==> config.mk <==
export PLATFORM = sky130hd
export DESIGN_NAME = rscs_top
export DESIGN_NICKNAME = d
export VERILOG_FILES = /design/src/include/rscs_pkg.sv /design/src/include/rscs_snap_if.sv /design/src/verilog/rscs_snap.sv /design/src/verilog/rscs_top.sv
export SDC_FILE = /design/constraint.sdc
export NUM_CORES = 1
export LEC_CHECK = 0
export BUFFER_PORTS_ARGS = -buffer_cell sky130_fd_sc_hd__buf_2
export CORE_ASPECT_RATIO = 1.4
export CORE_UTILIZATION = 45
export DETAILED_ROUTE_END_ITERATION = 6
export GPL_ROUTABILITY_DRIVEN = 0
export PLACE_DENSITY = 0.72
export REMOVE_ABC_BUFFERS = 1
export SLEW_MARGIN = 20
export SYNTH_ARGS = -nofsm -noshare
export SYNTH_HDL_FRONTEND = slang
export SYNTH_SLANG_ARGS = --single-unit
==> constraint.sdc <==
create_clock -name i_sys_clk -period 2.7 [get_ports i_sys_clk]
set_input_delay 0.54 -clock i_sys_clk [delete_from_list [all_inputs] [get_ports i_sys_clk]]
set_output_delay 0.54 -clock i_sys_clk [all_outputs]
set_load 0.01 [all_outputs]
==> src/include/rscs_pkg.sv <==
package rscs_pkg;
   localparam int RSCS_NUM_PINS = 16;
   localparam int RSCS_PROTO_PIN = 9;
   localparam int RSCS_HOLD_PIN = 8;
   localparam int RSCS_IDX_W = 4;
   localparam int RSCS_NUM_OUTS = 12;
   localparam logic RSCS_PROTO_RST = 1'h1;
   localparam logic [3:0] RSCS_IDX_RST = 4'hf;
   localparam int RSCS_LOAD_CYC = 4;
   typedef enum logic [5:0] {
      RSCS_ST_RESET = 6'h01,
      RSCS_ST_DEFAULTS = 6'h02,
      RSCS_ST_LOAD = 6'h04,
      RSCS_ST_CLOCKS = 6'h08,
      RSCS_ST_PLL = 6'h10,
      RSCS_ST_RUN = 6'h20
   } rscs_state_t;
endpackage

==> src/include/rscs_snap_if.sv <==
`timescale 1ns/1ps
interface rscs_snap_if #(parameter int W = 16);
   logic capture;
   logic [W-1:0] pins;
   logic [W-1:0] snap;
   modport owner (input capture, input pins, output snap);
   modport user (output capture, output pins, input snap);
endinterface

==> src/verilog/rscs_snap.sv <==
`timescale 1ns/1ps
module rscs_snap
   import rscs_pkg::*;
(
   input wire logic i_sys_clk,
   input wire logic i_rstn,
   rscs_snap_if.owner bus
);
   logic [$bits(bus.snap)-1:0] snap_q;
   // pins reset to pulled-up level; capture only once per reset
   always_ff @(posedge i_sys_clk or negedge i_rstn) begin
      if (!i_rstn) begin
         snap_q <= '1;
      end else if (bus.capture) begin
         snap_q <= bus.pins;
      end
   end
   assign bus.snap = snap_q;
endmodule

==> src/verilog/rscs_top.sv <==
`timescale 1ns/1ps
module rscs_top
   import rscs_pkg::*;
#(
   parameter int NUM_PINS = RSCS_NUM_PINS,
   parameter int SEL_W = RSCS_IDX_W,
   parameter int NUM_OUTS = RSCS_NUM_OUTS
) (
   // clock and reset
   input wire logic i_sys_clk,
   input wire logic i_rstn,
   // pins sampled at reset release
   input wire logic [NUM_PINS-1:0] i_gpio_pins,
   // strap function assignment from identity block
   input wire logic i_programmed,
   input wire logic [NUM_PINS-1:0] i_sel_assign,
   input wire logic [NUM_PINS-1:0] i_addr_assign,
   input wire logic [NUM_PINS-1:0] i_eedis_assign,
   // stored configuration loader
   input wire logic i_cfg_done,
   input wire logic i_cfg_csum_ok,
   // start-up progress
   input wire logic i_clocks_ready,
   input wire logic i_pll_locked,
   // serial port overwrite
   input wire logic i_sw_wr,
   input wire logic i_sw_main_i2c,
   input wire logic i_sw_addr_bit,
   // loaded configuration overwrite
   input wire logic i_cfg_wr,
   input wire logic i_cfg_main_i2c,
   input wire logic i_cfg_addr_bit,
   input wire logic [NUM_OUTS-1:0] i_cfg_out_en,
   input wire logic [NUM_PINS-1:0] i_cfg_gpio_out,
   // resulting configuration
   output logic o_main_is_i2c,
   output logic o_aux_is_i2c,
   output logic o_slave_addr_bit_two,
   output logic o_eeprom_search_en,
   output logic o_cfg_load_req,
   output logic [SEL_W-1:0] o_stored_config_set,
   output logic o_cfg_applied,
   output logic o_regs_default,
   output logic [NUM_OUTS-1:0] o_out_en,
   output logic [NUM_PINS-1:0] o_gpio_out_mode,
   output logic o_regulators_en,
   output logic o_pll_cal_start,
   output logic o_startup_done
);
   // pin synchroniser; first stage feeds only the second
   logic [NUM_PINS-1:0] pin_s1_q;
   logic [NUM_PINS-1:0] pin_s2_q;
   logic first_q;
   always_ff @(posedge i_sys_clk or negedge i_rstn) begin
      if (!i_rstn) begin
         pin_s1_q <= '1;
         pin_s2_q <= '1;
      end else begin
         pin_s1_q <= i_gpio_pins;
         pin_s2_q <= pin_s1_q;
      end
   end

   // capture on the first edge after the synchronised pins settle
   logic [1:0] rel_cnt_q;
   always_ff @(posedge i_sys_clk or negedge i_rstn) begin
      if (!i_rstn) begin
         rel_cnt_q <= 2'h0;
         first_q <= 1'h0;
      end else begin
         if (rel_cnt_q != 2'h2) begin
            rel_cnt_q <= rel_cnt_q + 2'h1;
         end
         first_q <= (rel_cnt_q == 2'h1);
      end
   end

   rscs_snap_if #(.W(NUM_PINS)) snap_bus ();
   assign snap_bus.capture = first_q;
   assign snap_bus.pins = pin_s2_q;
   rscs_snap u_snap (
      .i_sys_clk(i_sys_clk),
      .i_rstn(i_rstn),
      .bus(snap_bus)
   );
   wire [NUM_PINS-1:0] snap = snap_bus.snap;

   // decode of strap functions from the snapshot
   logic [SEL_W-1:0] packed_idx;
   logic addr_bit;
   // only the first SEL_W assigned pins fit; a wider word needs a wider SEL_W
   always_comb begin
      int k;
      k = 0;
      packed_idx = '0;
      addr_bit = 1'h0;
      for (int p = 0; p < NUM_PINS; p++) begin
         if (i_sel_assign[p] && k < SEL_W) begin
            packed_idx[k] = snap[p];
            k = k + 1;
         end
         if (i_addr_assign[p]) begin
            addr_bit = snap[p];
         end
      end
   end
   wire no_sel = (i_sel_assign == '0);
   wire [SEL_W-1:0] dflt_idx = SEL_W'(snap[3:0]);
   wire [SEL_W-1:0] sel_idx = no_sel ? dflt_idx : packed_idx;
   wire eeprom_dis = |(snap & i_eedis_assign);

   // start-up sequencer
   // defaults get one cycle of their own so a load always lands on top of them
   rscs_state_t st_q;
   rscs_state_t st_d;
   always_comb begin
      st_d = st_q;
      case (st_q)
         RSCS_ST_RESET: if (first_q) st_d = RSCS_ST_DEFAULTS;
         RSCS_ST_DEFAULTS: st_d = i_programmed ? RSCS_ST_LOAD : RSCS_ST_CLOCKS;
         RSCS_ST_LOAD: if (i_cfg_done) st_d = RSCS_ST_CLOCKS;
         RSCS_ST_CLOCKS: if (i_clocks_ready) st_d = RSCS_ST_PLL;
         RSCS_ST_PLL: if (i_pll_locked) st_d = RSCS_ST_RUN;
         RSCS_ST_RUN: st_d = RSCS_ST_RUN;
         default: st_d = RSCS_ST_RESET;
      endcase
   end
   always_ff @(posedge i_sys_clk or negedge i_rstn) begin
      if (!i_rstn) begin
         st_q <= RSCS_ST_RESET;
      end else begin
         st_q <= st_d;
      end
   end

   // configuration registers: strap defaults, then overwrites
   wire in_defaults = (st_q == RSCS_ST_DEFAULTS);
   wire cfg_take = (st_q == RSCS_ST_LOAD) && i_cfg_done && i_cfg_csum_ok;
   logic main_i2c_q;
   logic addr_q;
   logic eesrch_q;
   logic [SEL_W-1:0] idx_q;
   logic applied_q;
   logic [NUM_OUTS-1:0] out_en_q;
   logic [NUM_PINS-1:0] gpio_mode_q;
   // software writes wait for run so a late loader cannot undo them
   always_ff @(posedge i_sys_clk or negedge i_rstn) begin
      if (!i_rstn) begin
         main_i2c_q <= RSCS_PROTO_RST;
         addr_q <= 1'h0;
         eesrch_q <= 1'h1;
         idx_q <= SEL_W'(RSCS_IDX_RST);
         applied_q <= 1'h0;
         out_en_q <= '0;
         gpio_mode_q <= '0;
      end else if (in_defaults) begin
         main_i2c_q <= snap[RSCS_PROTO_PIN];
         addr_q <= addr_bit;
         eesrch_q <= ~eeprom_dis;
         idx_q <= sel_idx;
         out_en_q <= '0;
         gpio_mode_q <= '0;
      end else if (cfg_take && i_cfg_wr) begin
         main_i2c_q <= i_cfg_main_i2c;
         addr_q <= i_cfg_addr_bit;
         out_en_q <= i_cfg_out_en;
         gpio_mode_q <= i_cfg_gpio_out;
         applied_q <= 1'h1;
      end else if (cfg_take) begin
         applied_q <= 1'h1;
      end else if (i_sw_wr && st_q == RSCS_ST_RUN) begin
         main_i2c_q <= i_sw_main_i2c;
         addr_q <= i_sw_addr_bit;
      end
   end

   assign o_main_is_i2c = main_i2c_q;
   assign o_aux_is_i2c = ~main_i2c_q;
   assign o_slave_addr_bit_two = addr_q;
   assign o_eeprom_search_en = eesrch_q;
   assign o_stored_config_set = idx_q;
   assign o_cfg_load_req = (st_q == RSCS_ST_LOAD);
   assign o_cfg_applied = applied_q;
   assign o_regs_default = ~applied_q;
   assign o_out_en = out_en_q;
   assign o_gpio_out_mode = gpio_mode_q;
   assign o_regulators_en = (st_q != RSCS_ST_RESET);
   assign o_pll_cal_start = (st_q == RSCS_ST_PLL);
   assign o_startup_done = (st_q == RSCS_ST_RUN);

   // checks: strap capture
   chk_snap_take: assert property (@(posedge i_sys_clk) disable iff (!i_rstn)
      first_q |=> snap == $past(pin_s2_q))
      else $error("snapshot not taken from synchronised pins");

   chk_snap_hold: assert property (@(posedge i_sys_clk) disable iff (!i_rstn)
      (st_q != RSCS_ST_RESET) && !first_q |=> $stable(snap))
      else $error("snapshot changed after capture");

   chk_idx_hold: assert property (@(posedge i_sys_clk) disable iff (!i_rstn)
      st_q == RSCS_ST_RUN |=> $stable(idx_q) && $stable(eesrch_q))
      else $error("strap settings moved while running");

   // checks: serial port straps
   chk_proto_strap: assert property (@(posedge i_sys_clk) disable iff (!i_rstn)
      in_defaults |=> (main_i2c_q == $past(snap[RSCS_PROTO_PIN])))
      else $error("protocol strap not applied");

   chk_aux_swap: assert property (@(posedge i_sys_clk) disable iff (!i_rstn)
      in_defaults |=> o_aux_is_i2c == !$past(snap[RSCS_PROTO_PIN]))
      else $error("auxiliary port protocol wrong");

   chk_addr_none: assert property (@(posedge i_sys_clk) disable iff (!i_rstn)
      in_defaults && i_addr_assign == '0 |=> !addr_q)
      else $error("address bit set with no address pin");

   chk_addr_top: assert property (@(posedge i_sys_clk) disable iff (!i_rstn)
      in_defaults && i_addr_assign[NUM_PINS-1] |=> addr_q == $past(snap[NUM_PINS-1]))
      else $error("highest address pin not used");

   // checks: configuration index
   chk_default_idx: assert property (@(posedge i_sys_clk) disable iff (!i_rstn)
      in_defaults && no_sel |=> idx_q == $past(SEL_W'(snap[3:0])))
      else $error("default index wrong");

   chk_sel_lsb: assert property (@(posedge i_sys_clk) disable iff (!i_rstn)
      in_defaults && i_sel_assign[0] |=> idx_q[0] == $past(snap[0]))
      else $error("lowest select pin not the index lsb");

   chk_upper_zero: assert property (@(posedge i_sys_clk) disable iff (!i_rstn)
      in_defaults && !no_sel && $countones(i_sel_assign) < SEL_W
      |=> (idx_q >> $past($countones(i_sel_assign))) == '0)
      else $error("upper index bits not zero");

   // checks: eeprom search
   chk_eeprom_or: assert property (@(posedge i_sys_clk) disable iff (!i_rstn)
      in_defaults && eeprom_dis |=> !eesrch_q)
      else $error("eeprom disable ignored");

   chk_eeprom_none: assert property (@(posedge i_sys_clk) disable iff (!i_rstn)
      in_defaults && i_eedis_assign == '0 |=> eesrch_q)
      else $error("eeprom search off with no disable pin");

   // checks: start-up order and loading
   chk_unprog_skip: assert property (@(posedge i_sys_clk) disable iff (!i_rstn)
      in_defaults && !i_programmed |=> st_q == RSCS_ST_CLOCKS)
      else $error("load on unprogrammed part");

   chk_load_req: assert property (@(posedge i_sys_clk) disable iff (!i_rstn)
      in_defaults && i_programmed |=> o_cfg_load_req)
      else $error("programmed part not loading");

   chk_defaults_once: assert property (@(posedge i_sys_clk) disable iff (!i_rstn)
      in_defaults |=> !in_defaults)
      else $error("defaults step repeated");

   chk_load_wait: assert property (@(posedge i_sys_clk) disable iff (!i_rstn)
      o_cfg_load_req && !i_cfg_done |=> o_cfg_load_req)
      else $error("load abandoned early");

   chk_bad_csum: assert property (@(posedge i_sys_clk) disable iff (!i_rstn)
      st_q == RSCS_ST_LOAD && i_cfg_done && !i_cfg_csum_ok |=> !applied_q && out_en_q == '0)
      else $error("bad checksum config applied");

   chk_good_csum: assert property (@(posedge i_sys_clk) disable iff (!i_rstn)
      cfg_take && i_cfg_wr |=> applied_q && out_en_q == $past(i_cfg_out_en))
      else $error("good config not applied");

   chk_cfg_proto: assert property (@(posedge i_sys_clk) disable iff (!i_rstn)
      cfg_take && i_cfg_wr |=> main_i2c_q == $past(i_cfg_main_i2c))
      else $error("loaded protocol not applied");

   chk_cfg_addr: assert property (@(posedge i_sys_clk) disable iff (!i_rstn)
      cfg_take && i_cfg_wr |=> addr_q == $past(i_cfg_addr_bit))
      else $error("loaded address bit not applied");

   chk_cfg_gpio: assert property (@(posedge i_sys_clk) disable iff (!i_rstn)
      cfg_take && i_cfg_wr |=> gpio_mode_q == $past(i_cfg_gpio_out))
      else $error("loaded pin modes not applied");

   chk_cfg_nowr: assert property (@(posedge i_sys_clk) disable iff (!i_rstn)
      cfg_take && !i_cfg_wr |=> applied_q && $stable(out_en_q))
      else $error("empty config changed outputs");

   chk_applied_kept: assert property (@(posedge i_sys_clk) disable iff (!i_rstn)
      applied_q |=> applied_q)
      else $error("applied flag dropped");

   chk_outs_off: assert property (@(posedge i_sys_clk) disable iff (!i_rstn)
      in_defaults |=> out_en_q == '0 && gpio_mode_q == '0)
      else $error("defaults not neutral");

   chk_sw_refused: assert property (@(posedge i_sys_clk) disable iff (!i_rstn)
      i_sw_wr && (st_q == RSCS_ST_CLOCKS || st_q == RSCS_ST_PLL) |=> $stable(main_i2c_q))
      else $error("software write taken before run");

   chk_sw_write: assert property (@(posedge i_sys_clk) disable iff (!i_rstn)
      i_sw_wr && o_startup_done |=> main_i2c_q == $past(i_sw_main_i2c))
      else $error("software protocol write lost");

   chk_sw_addr: assert property (@(posedge i_sys_clk) disable iff (!i_rstn)
      i_sw_wr && o_startup_done |=> addr_q == $past(i_sw_addr_bit))
      else $error("software address write lost");

   chk_regs_off: assert property (@(posedge i_sys_clk) disable iff (!i_rstn)
      st_q == RSCS_ST_RESET |-> !o_regulators_en && !o_cfg_load_req)
      else $error("start-up began before capture");

   chk_pll_order: assert property (@(posedge i_sys_clk) disable iff (!i_rstn)
      st_q == RSCS_ST_CLOCKS && i_clocks_ready |=> o_pll_cal_start)
      else $error("pll step skipped");

   chk_run_after: assert property (@(posedge i_sys_clk) disable iff (!i_rstn)
      st_q == RSCS_ST_PLL && i_pll_locked |=> o_startup_done)
      else $error("run not reached after lock");
endmodule

==> impl_metrics.toml, run 1 <==
[place]
dpl.hpwl_mm = 15.1
port_buffers = 146

[critical_path]
arrival_ns = 8.41
cp-end-kind = "flip-flop"
critPathMaxStageDelay_ns = 0.37
cp_slowest_cell = "or3_1"
worstPathRequired_ns = 2.96
cp-start-kind = "input pin"
crit_top_cell = "ha_4"
criticalPathCategory = "input pin to flip-flop"
cp_max_fo = 3

[sta]
worst_clock_skew_ns = 0.00680
finalCritPeriodShare = 3.02
layout_setup_ws_ns = -5.45
tns_ns = -21.15
relSlewSlack = 0.460
finalHoldViolCount = 0
hold_slack_ns = 0.157
max_freq_mhz = 123
fin_crit_ns = 8.15
maxSlewViolCount = 0
worst_slew_pin_slew_ns = 0.811
setup_violations = 4
rsz0062_at_grt = "true"

[global_routing]
antenna_found_initial = 0
grt_max_degree = 59
gr-usage-all-layers = 0.286
grt_pass1_vias = 6561
grt-ovfl-total = 0
grt_pass1_wl_mm = 31.8

[route]
vias_per_cell = 5.62
drcViolationCount = 4
wl_per_cell_um = 18.1
drtAntennaViolNets = 0
drt_iter0_drc = 367
wl_mm = 21.6
vias = 6715
firstDrtPassIters = 7

[cts]
cts_inserted_buffers = 9
tritoncts = "done"
clock-sinks = 93
insertion_delay_ns = 0.34
cts_max_level = 3
cts_root_buf = "clkbuf_16"
clk_pin_slew_ns = 0.06
ctsHoldBuffers = 0
clk_path_buf_depth = 2

[die]
coreArea_um2 = 13500
dieArea_um2 = 14400
rows = 50
ios = 147
die_w_um = 102
chipHeight_um = 141
start_util = 0.464

[layout]
postLayoutCoreUtil = 0.696
drive_gt1_frac = 0.500
fin_nets = 1162
area_delta_synth_final_pct = 49.9
antenna_cells = 0

[power_and_ir_drop]
power.leakage_nw = 4.46
finalPower_w = 0.00872
peakVddDrop_uv = 665
power_per_cell_area_nw_per_um2 = 931

[hold_path]
hp-class = "input pin to asynchronous set/reset pin"

[synthesis]
avgSynthCellArea_um2 = 8.95
synthFlopType = "dfstp_2"
synth_cell_type_count = 73
syn_area_um2 = 6250
synth_edf_count = 0
synth_top_area_frac = 0.231
synth_top_cells_by_area = "dfstp_2 (23%), dfrtp_1 (15%), ha_1 (9.8%)"
seq_area_frac_synth = 0.384
ys_ff_latch = 93
synthArstFlopShare = 1.00
syn_inst = 698
synth_top_area_cell = "dfstp_2"
yosysWarnings = 0

[outcome]
outcome = "complete, but fails checks"
violations = "design-rule violations, negative setup slack"

[run]
max_cap_violations = 0
## repair_timing
item / 4_1_cts / 5_1_grt
gates cloned: 0 / 0
endpoints found under the hold margin: 0 / 0
gates resized for setup: 66 / 44
setup endpoints to repair: 4 / 5
pin swaps: 39 / 50
buffers inserted: 24 / 20
## registers in the layout, indices dropped and copies added (netlist names)
register              cells
rel_cnt_q                 2
o_stored_config_set       4
o_main_is_i2c             1
st_q                      6
o_slave_addr_bit_two      1
u_snap.bus.snap          16
o_gpio_out_mode          16
o_out_en                 12
o_cfg_applied             1
pin_s1_q                 16
o_eeprom_search_en        1
first_q                   1
pin_s2_q                 16
## kinds of logic after synthesis
kind of cell | after synthesis | synth area share
AOI/OAI and AO/OA | 178 | 0.194
xor gates and xnor gates | 13 | 0.0284
adders and majority gates | 49 | 0.0982
buffers and inverters | 80 | 0.0521
DFF | 93 | 0.384
muxes | 22 | 0.0383
and+or+nand+nor | 263 | 0.206
## worst paths after layout
check	start	end	slack, ns	cells past startpoint
max in group asynchronous	i_rstn	pin_s2_q[5]	1.84	2
hold / removal	i_rstn	o_gpio_out_mode[8]	0.16	1
setup / recovery	i_sel_assign[0]	o_stored_config_set[2]	-5.45	47
min in group i_sys_clk	i_gpio_pins[3]	pin_s1_q[3]	0.29	1
hold reg to reg	pin_s1_q[5]	pin_s2_q[5]	0.36	0
setup reg to reg	st_q[1]	o_slave_addr_bit_two	0.29	9
## layer usage
layer | up-vias | GRT usage | wire length [µm]
li1 | 3112 | - | -
met1 | 3173 | 0.345 | 8390
met2 | 352 | 0.481 | 10500
met3 | 78 | 0.0571 | 1770
met4 | 0 | 0.141 | 980
met5 | - | 0 | 0
## worst max-delay path: cells and delay by family
| kind | cells | cell delay [ns] |
|---|---|---|
| compound gates | 8 | 1.29 |
| simple gates | 12 | 1.76 |
| buf+inv | 12 | 1.28 |
| mux | 3 | 0.79 |
| fa+ha+maj | 9 | 2.10 |
| xor+xnor | 3 | 0.64 |
## metrics by stage
step | instance area, µm² | setup slack, ns | cells
final | 9370 | -5.45 | 1195
after global routing | 9370 | -5.72 | 1195
after CTS | 9010 | -5.18 | 1178
after detailed placement | 8220 | -6.20 | 1139
after global placement | 8220 | -5.90 | 1139
after floorplan | 6090 | -6.80 | 663
## area by class of cell
cell class	instances	area, µm²
Clock inverter	6	67.6
Clock buffer	10	250
Sequential cell	93	2400
Timing Repair Buffer	334	2230
Inverter	45	184
Fill cell	995	4090
Tap cell	182	228
Multi-Input combinational cell	525	4010
## cell usage after synthesis, types with 8 or more instances
cell type	instances
clkbuf_1	29
inv_1	41
nor2_1	33
nor2b_1	8
nand4_1	13
xnor2_1	9
nand3b_1	8
and3_1	9
mux2_2	11
nand3_1	25
a31oi_1	8
a21oi_1	30
o21ai_0	57
mux2i_1	9
and2_1	8
dfrtp_1	38
nand2_1	114
dfstp_2	55
ha_1	49
nor3_1	10
## cell usage in the layout, fill, tap and decap left out, types with 8 or more instances in the layout
cell / n
clkbuf_16: 10
dfrtp_1: 38
inv_1: 34
ha_4: 13
nand2_1: 109
a21oi_1: 24
buf_2: 143
nand3b_1: 8
and3_1: 8
buf_4: 181
o21ai_0: 54
dfstp_2: 55
nand4_1: 13
ha_1: 31
mux2_2: 10
nand3_1: 24
nor2b_1: 8
nor2_1: 28
## where the power goes
part | leakage (nW) | total (W) | switching (W) | internal [W]
clock | 0.159 | 0.00131 | 0.000531 | 0.000779
combinational | 3.21 | 0.00581 | 0.00278 | 0.00303
sequential | 1.09 | 0.00159 | 0.0000742 | 0.00152
total | 4.46 | 0.00872 | 0.00339 | 0.00533
Note: power is estimated with default switching activity, not from simulation.
==> run 2, diff against run 1 <==
--- a/config.mk
+++ b/config.mk
@@ -10,7 +10,7 @@
 export CORE_UTILIZATION = 45
 export DETAILED_ROUTE_END_ITERATION = 6
 export GPL_ROUTABILITY_DRIVEN = 0
-export PLACE_DENSITY = 0.72
+export PLACE_DENSITY = 0.74
 export REMOVE_ABC_BUFFERS = 1
 export SLEW_MARGIN = 20
 export SYNTH_ARGS = -nofsm -noshare
==> constraint.sdc (replaced) <==
create_clock -name i_sys_clk -period 7.3 [get_ports i_sys_clk]
set_input_delay 1.46 -clock i_sys_clk [delete_from_list [all_inputs] [get_ports i_sys_clk]]
set_output_delay 1.46 -clock i_sys_clk [all_outputs]
set_load 0.01 [all_outputs]
==> run 2 against run 1 <==
Net effect:
- the run ends with negative setup slack left
- total power fell by 61%
- worst hold slack improved by 0.20 ns
- core utilization rose by 2.1 points
- flip-flop and latch count did not move
- clock skew rose by 0.0028 ns
- sequential share of layout area fell by 0.76 points
- clock power fell by 67%
- wire length rose by 17%
- highest routed layer unchanged
- non-clock buffer count rose by 45
==> impl_metrics.toml, run 2 (synthesized netlist as in run 1, its figures left out) <==
[outcome]
outcome = "complete, but fails checks"
violations = "negative setup slack"

[critical_path]
critPathMaxStageDelay_ns = 0.40
worstPathRequired_ns = 7.55
cp_max_fo = 5
arrival_ns = 9.60
critPathBufInv = 4
cp_slowest_cell = "mux2i_2"
cp-end-kind = "flip-flop"
crit_family = "simple AND/OR/NAND/NOR gates"
crit_top_cell = "ha_4"
cp-start-kind = "input pin"
criticalPathCategory = "input pin to flip-flop"

[route]
drt_iter0_drc = 663
wl_mm = 25.3
vias_per_cell = 5.92
drtAntennaViolNets = 0
vias = 7345
wl_per_cell_um = 20.4
firstDrtPassIters = 7
drcViolationCount = 0

[sta]
finalHoldViolCount = 0
maxSlewViolCount = 0
tns_ns = -7.73
worst_clock_skew_ns = 0.00959
setup_violations = 4
finalCritPeriodShare = 1.28
relSlewSlack = 0.300
layout_setup_ws_ns = -2.05
rsz0062_at_grt = "true"
max_freq_mhz = 107
worst_slew_pin_slew_ns = 1.05
fin_crit_ns = 9.35

[place]
port_buffers = 146
placed_cells = 1108
placed_cell_area_um2 = 7940
dpl.hpwl_mm = 14.7

[global_routing]
grt_pass1_vias = 7152
gr-usage-all-layers = 0.329
grt_pass1_wl_mm = 36.2
antenna_found_initial = 1
grt_max_degree = 75
grt-ovfl-total = 0

[die]
start_util = 0.464
die_w_um = 102
rows = 50
coreArea_um2 = 13500
dieArea_um2 = 14400
chipHeight_um = 141
ios = 147

[cts]
insertion_delay_ns = 0.34
cts_max_level = 3
cts_root_buf = "clkbuf_16"
clk_path_buf_depth = 2
cts_inserted_buffers = 9
clock-sinks = 93
tritoncts = "done"
clk_pin_slew_ns = 0.06

[layout]
final_cell_area_um2 = 9650
area_delta_synth_final_pct = 54.5
fin_nets = 1207
final_common_cell = "buf_4"
postLayoutCoreUtil = 0.718
final_cell_mix = "buf_4 (232), buf_2 (143), nand2_1 (109)"
drive_gt1_frac = 0.526
final_cells = 1241

[run]
max_cap_violations = 0

[power_and_ir_drop]
peakVddDrop_uv = 208
power_per_cell_area_nw_per_um2 = 349
power.leakage_nw = 4.63

[hold_path]
hp-class = "flip-flop to flip-flop"
==> run 2: cell count changes in the layout (fill, tap and decap cells not counted), moves of 3 or more <==
cell | previous run | this run
a21oi_2 | 5 | 2
a21oi_4 | 3 | 6
buf_4 | 181 | 232
buf_12 | 4 | 0
==> run 2: path summary, 6_finish.rpt <==
kind / startpoint / to / slack, ns / cells after the start
min in group asynchronous: i_rstn / o_gpio_out_mode[8] / 0.99 / 1
setup / recovery: i_sel_assign[0] / o_stored_config_set[2] / -2.05 / 41
setup reg to reg: st_q[1] / o_slave_addr_bit_two / 3.94 / 8
max in group asynchronous: i_rstn / o_gpio_out_mode[5] / 5.15 / 2
hold / removal: pin_s1_q[1] / pin_s2_q[1] / 0.35 / 0
hold reg to reg: pin_s1_q[1] / pin_s2_q[1] / 0.35 / 0
==> run 2: metal layers <==
metal	GRT usage	vias up	wire length (µm)	share of wire
met4	0.201	0	1850	0.073
met3	0.0714	176	3160	0.13
met5	0	-	0	0
met2	0.533	572	11500	0.45
li1	-	3207	-	-
met1	0.394	3390	8790	0.35
==> run 2: area by class of cell <==
| class | count | area [µm²] |
|---|---|---|
| antenna | 1 | 2.50 |
| clock buffer | 9 | 225 |
| clock inverter | 7 | 56.3 |
| fill | 922 | 3800 |
| inverter | 45 | 184 |
| multi-input combinational | 525 | 4050 |
| sequential | 93 | 2400 |
| tap | 182 | 228 |
| timing repair buffer | 379 | 2510 |
==> run 2: what timing repair did <==
action,4_1_cts,5_1_grt
setup endpoints to repair,4,4
pin swaps,40,54
hold buffers,0,0
resized for setup,70,47
setup buffers,100,19
==> run 2: stage by stage <==
step / hold WS [ns] / power [W] / worst slack, ns
after CTS: 0.356 / 0.00297 / -1.39
after floorplan: 0.345 / 0.00138 / -3.12
after detailed placement: 0.347 / 0.00207 / -2.44
after global routing: 0.355 / 0.00352 / -2.19
final: 0.353 / 0.00336 / -2.05
after global placement: 0.346 / 0.00206 / -2.12
==> run 2: power by group <==
part | total, W | internal, W | leakage, nW | switching, W
sequential | 0.000592 | 0.000562 | 1.09 | 0.0000297
combinational | 0.00233 | 0.00123 | 3.40 | 0.00110
clock | 0.000438 | 0.000235 | 0.135 | 0.000202
total | 0.00336 | 0.00203 | 4.63 | 0.00133
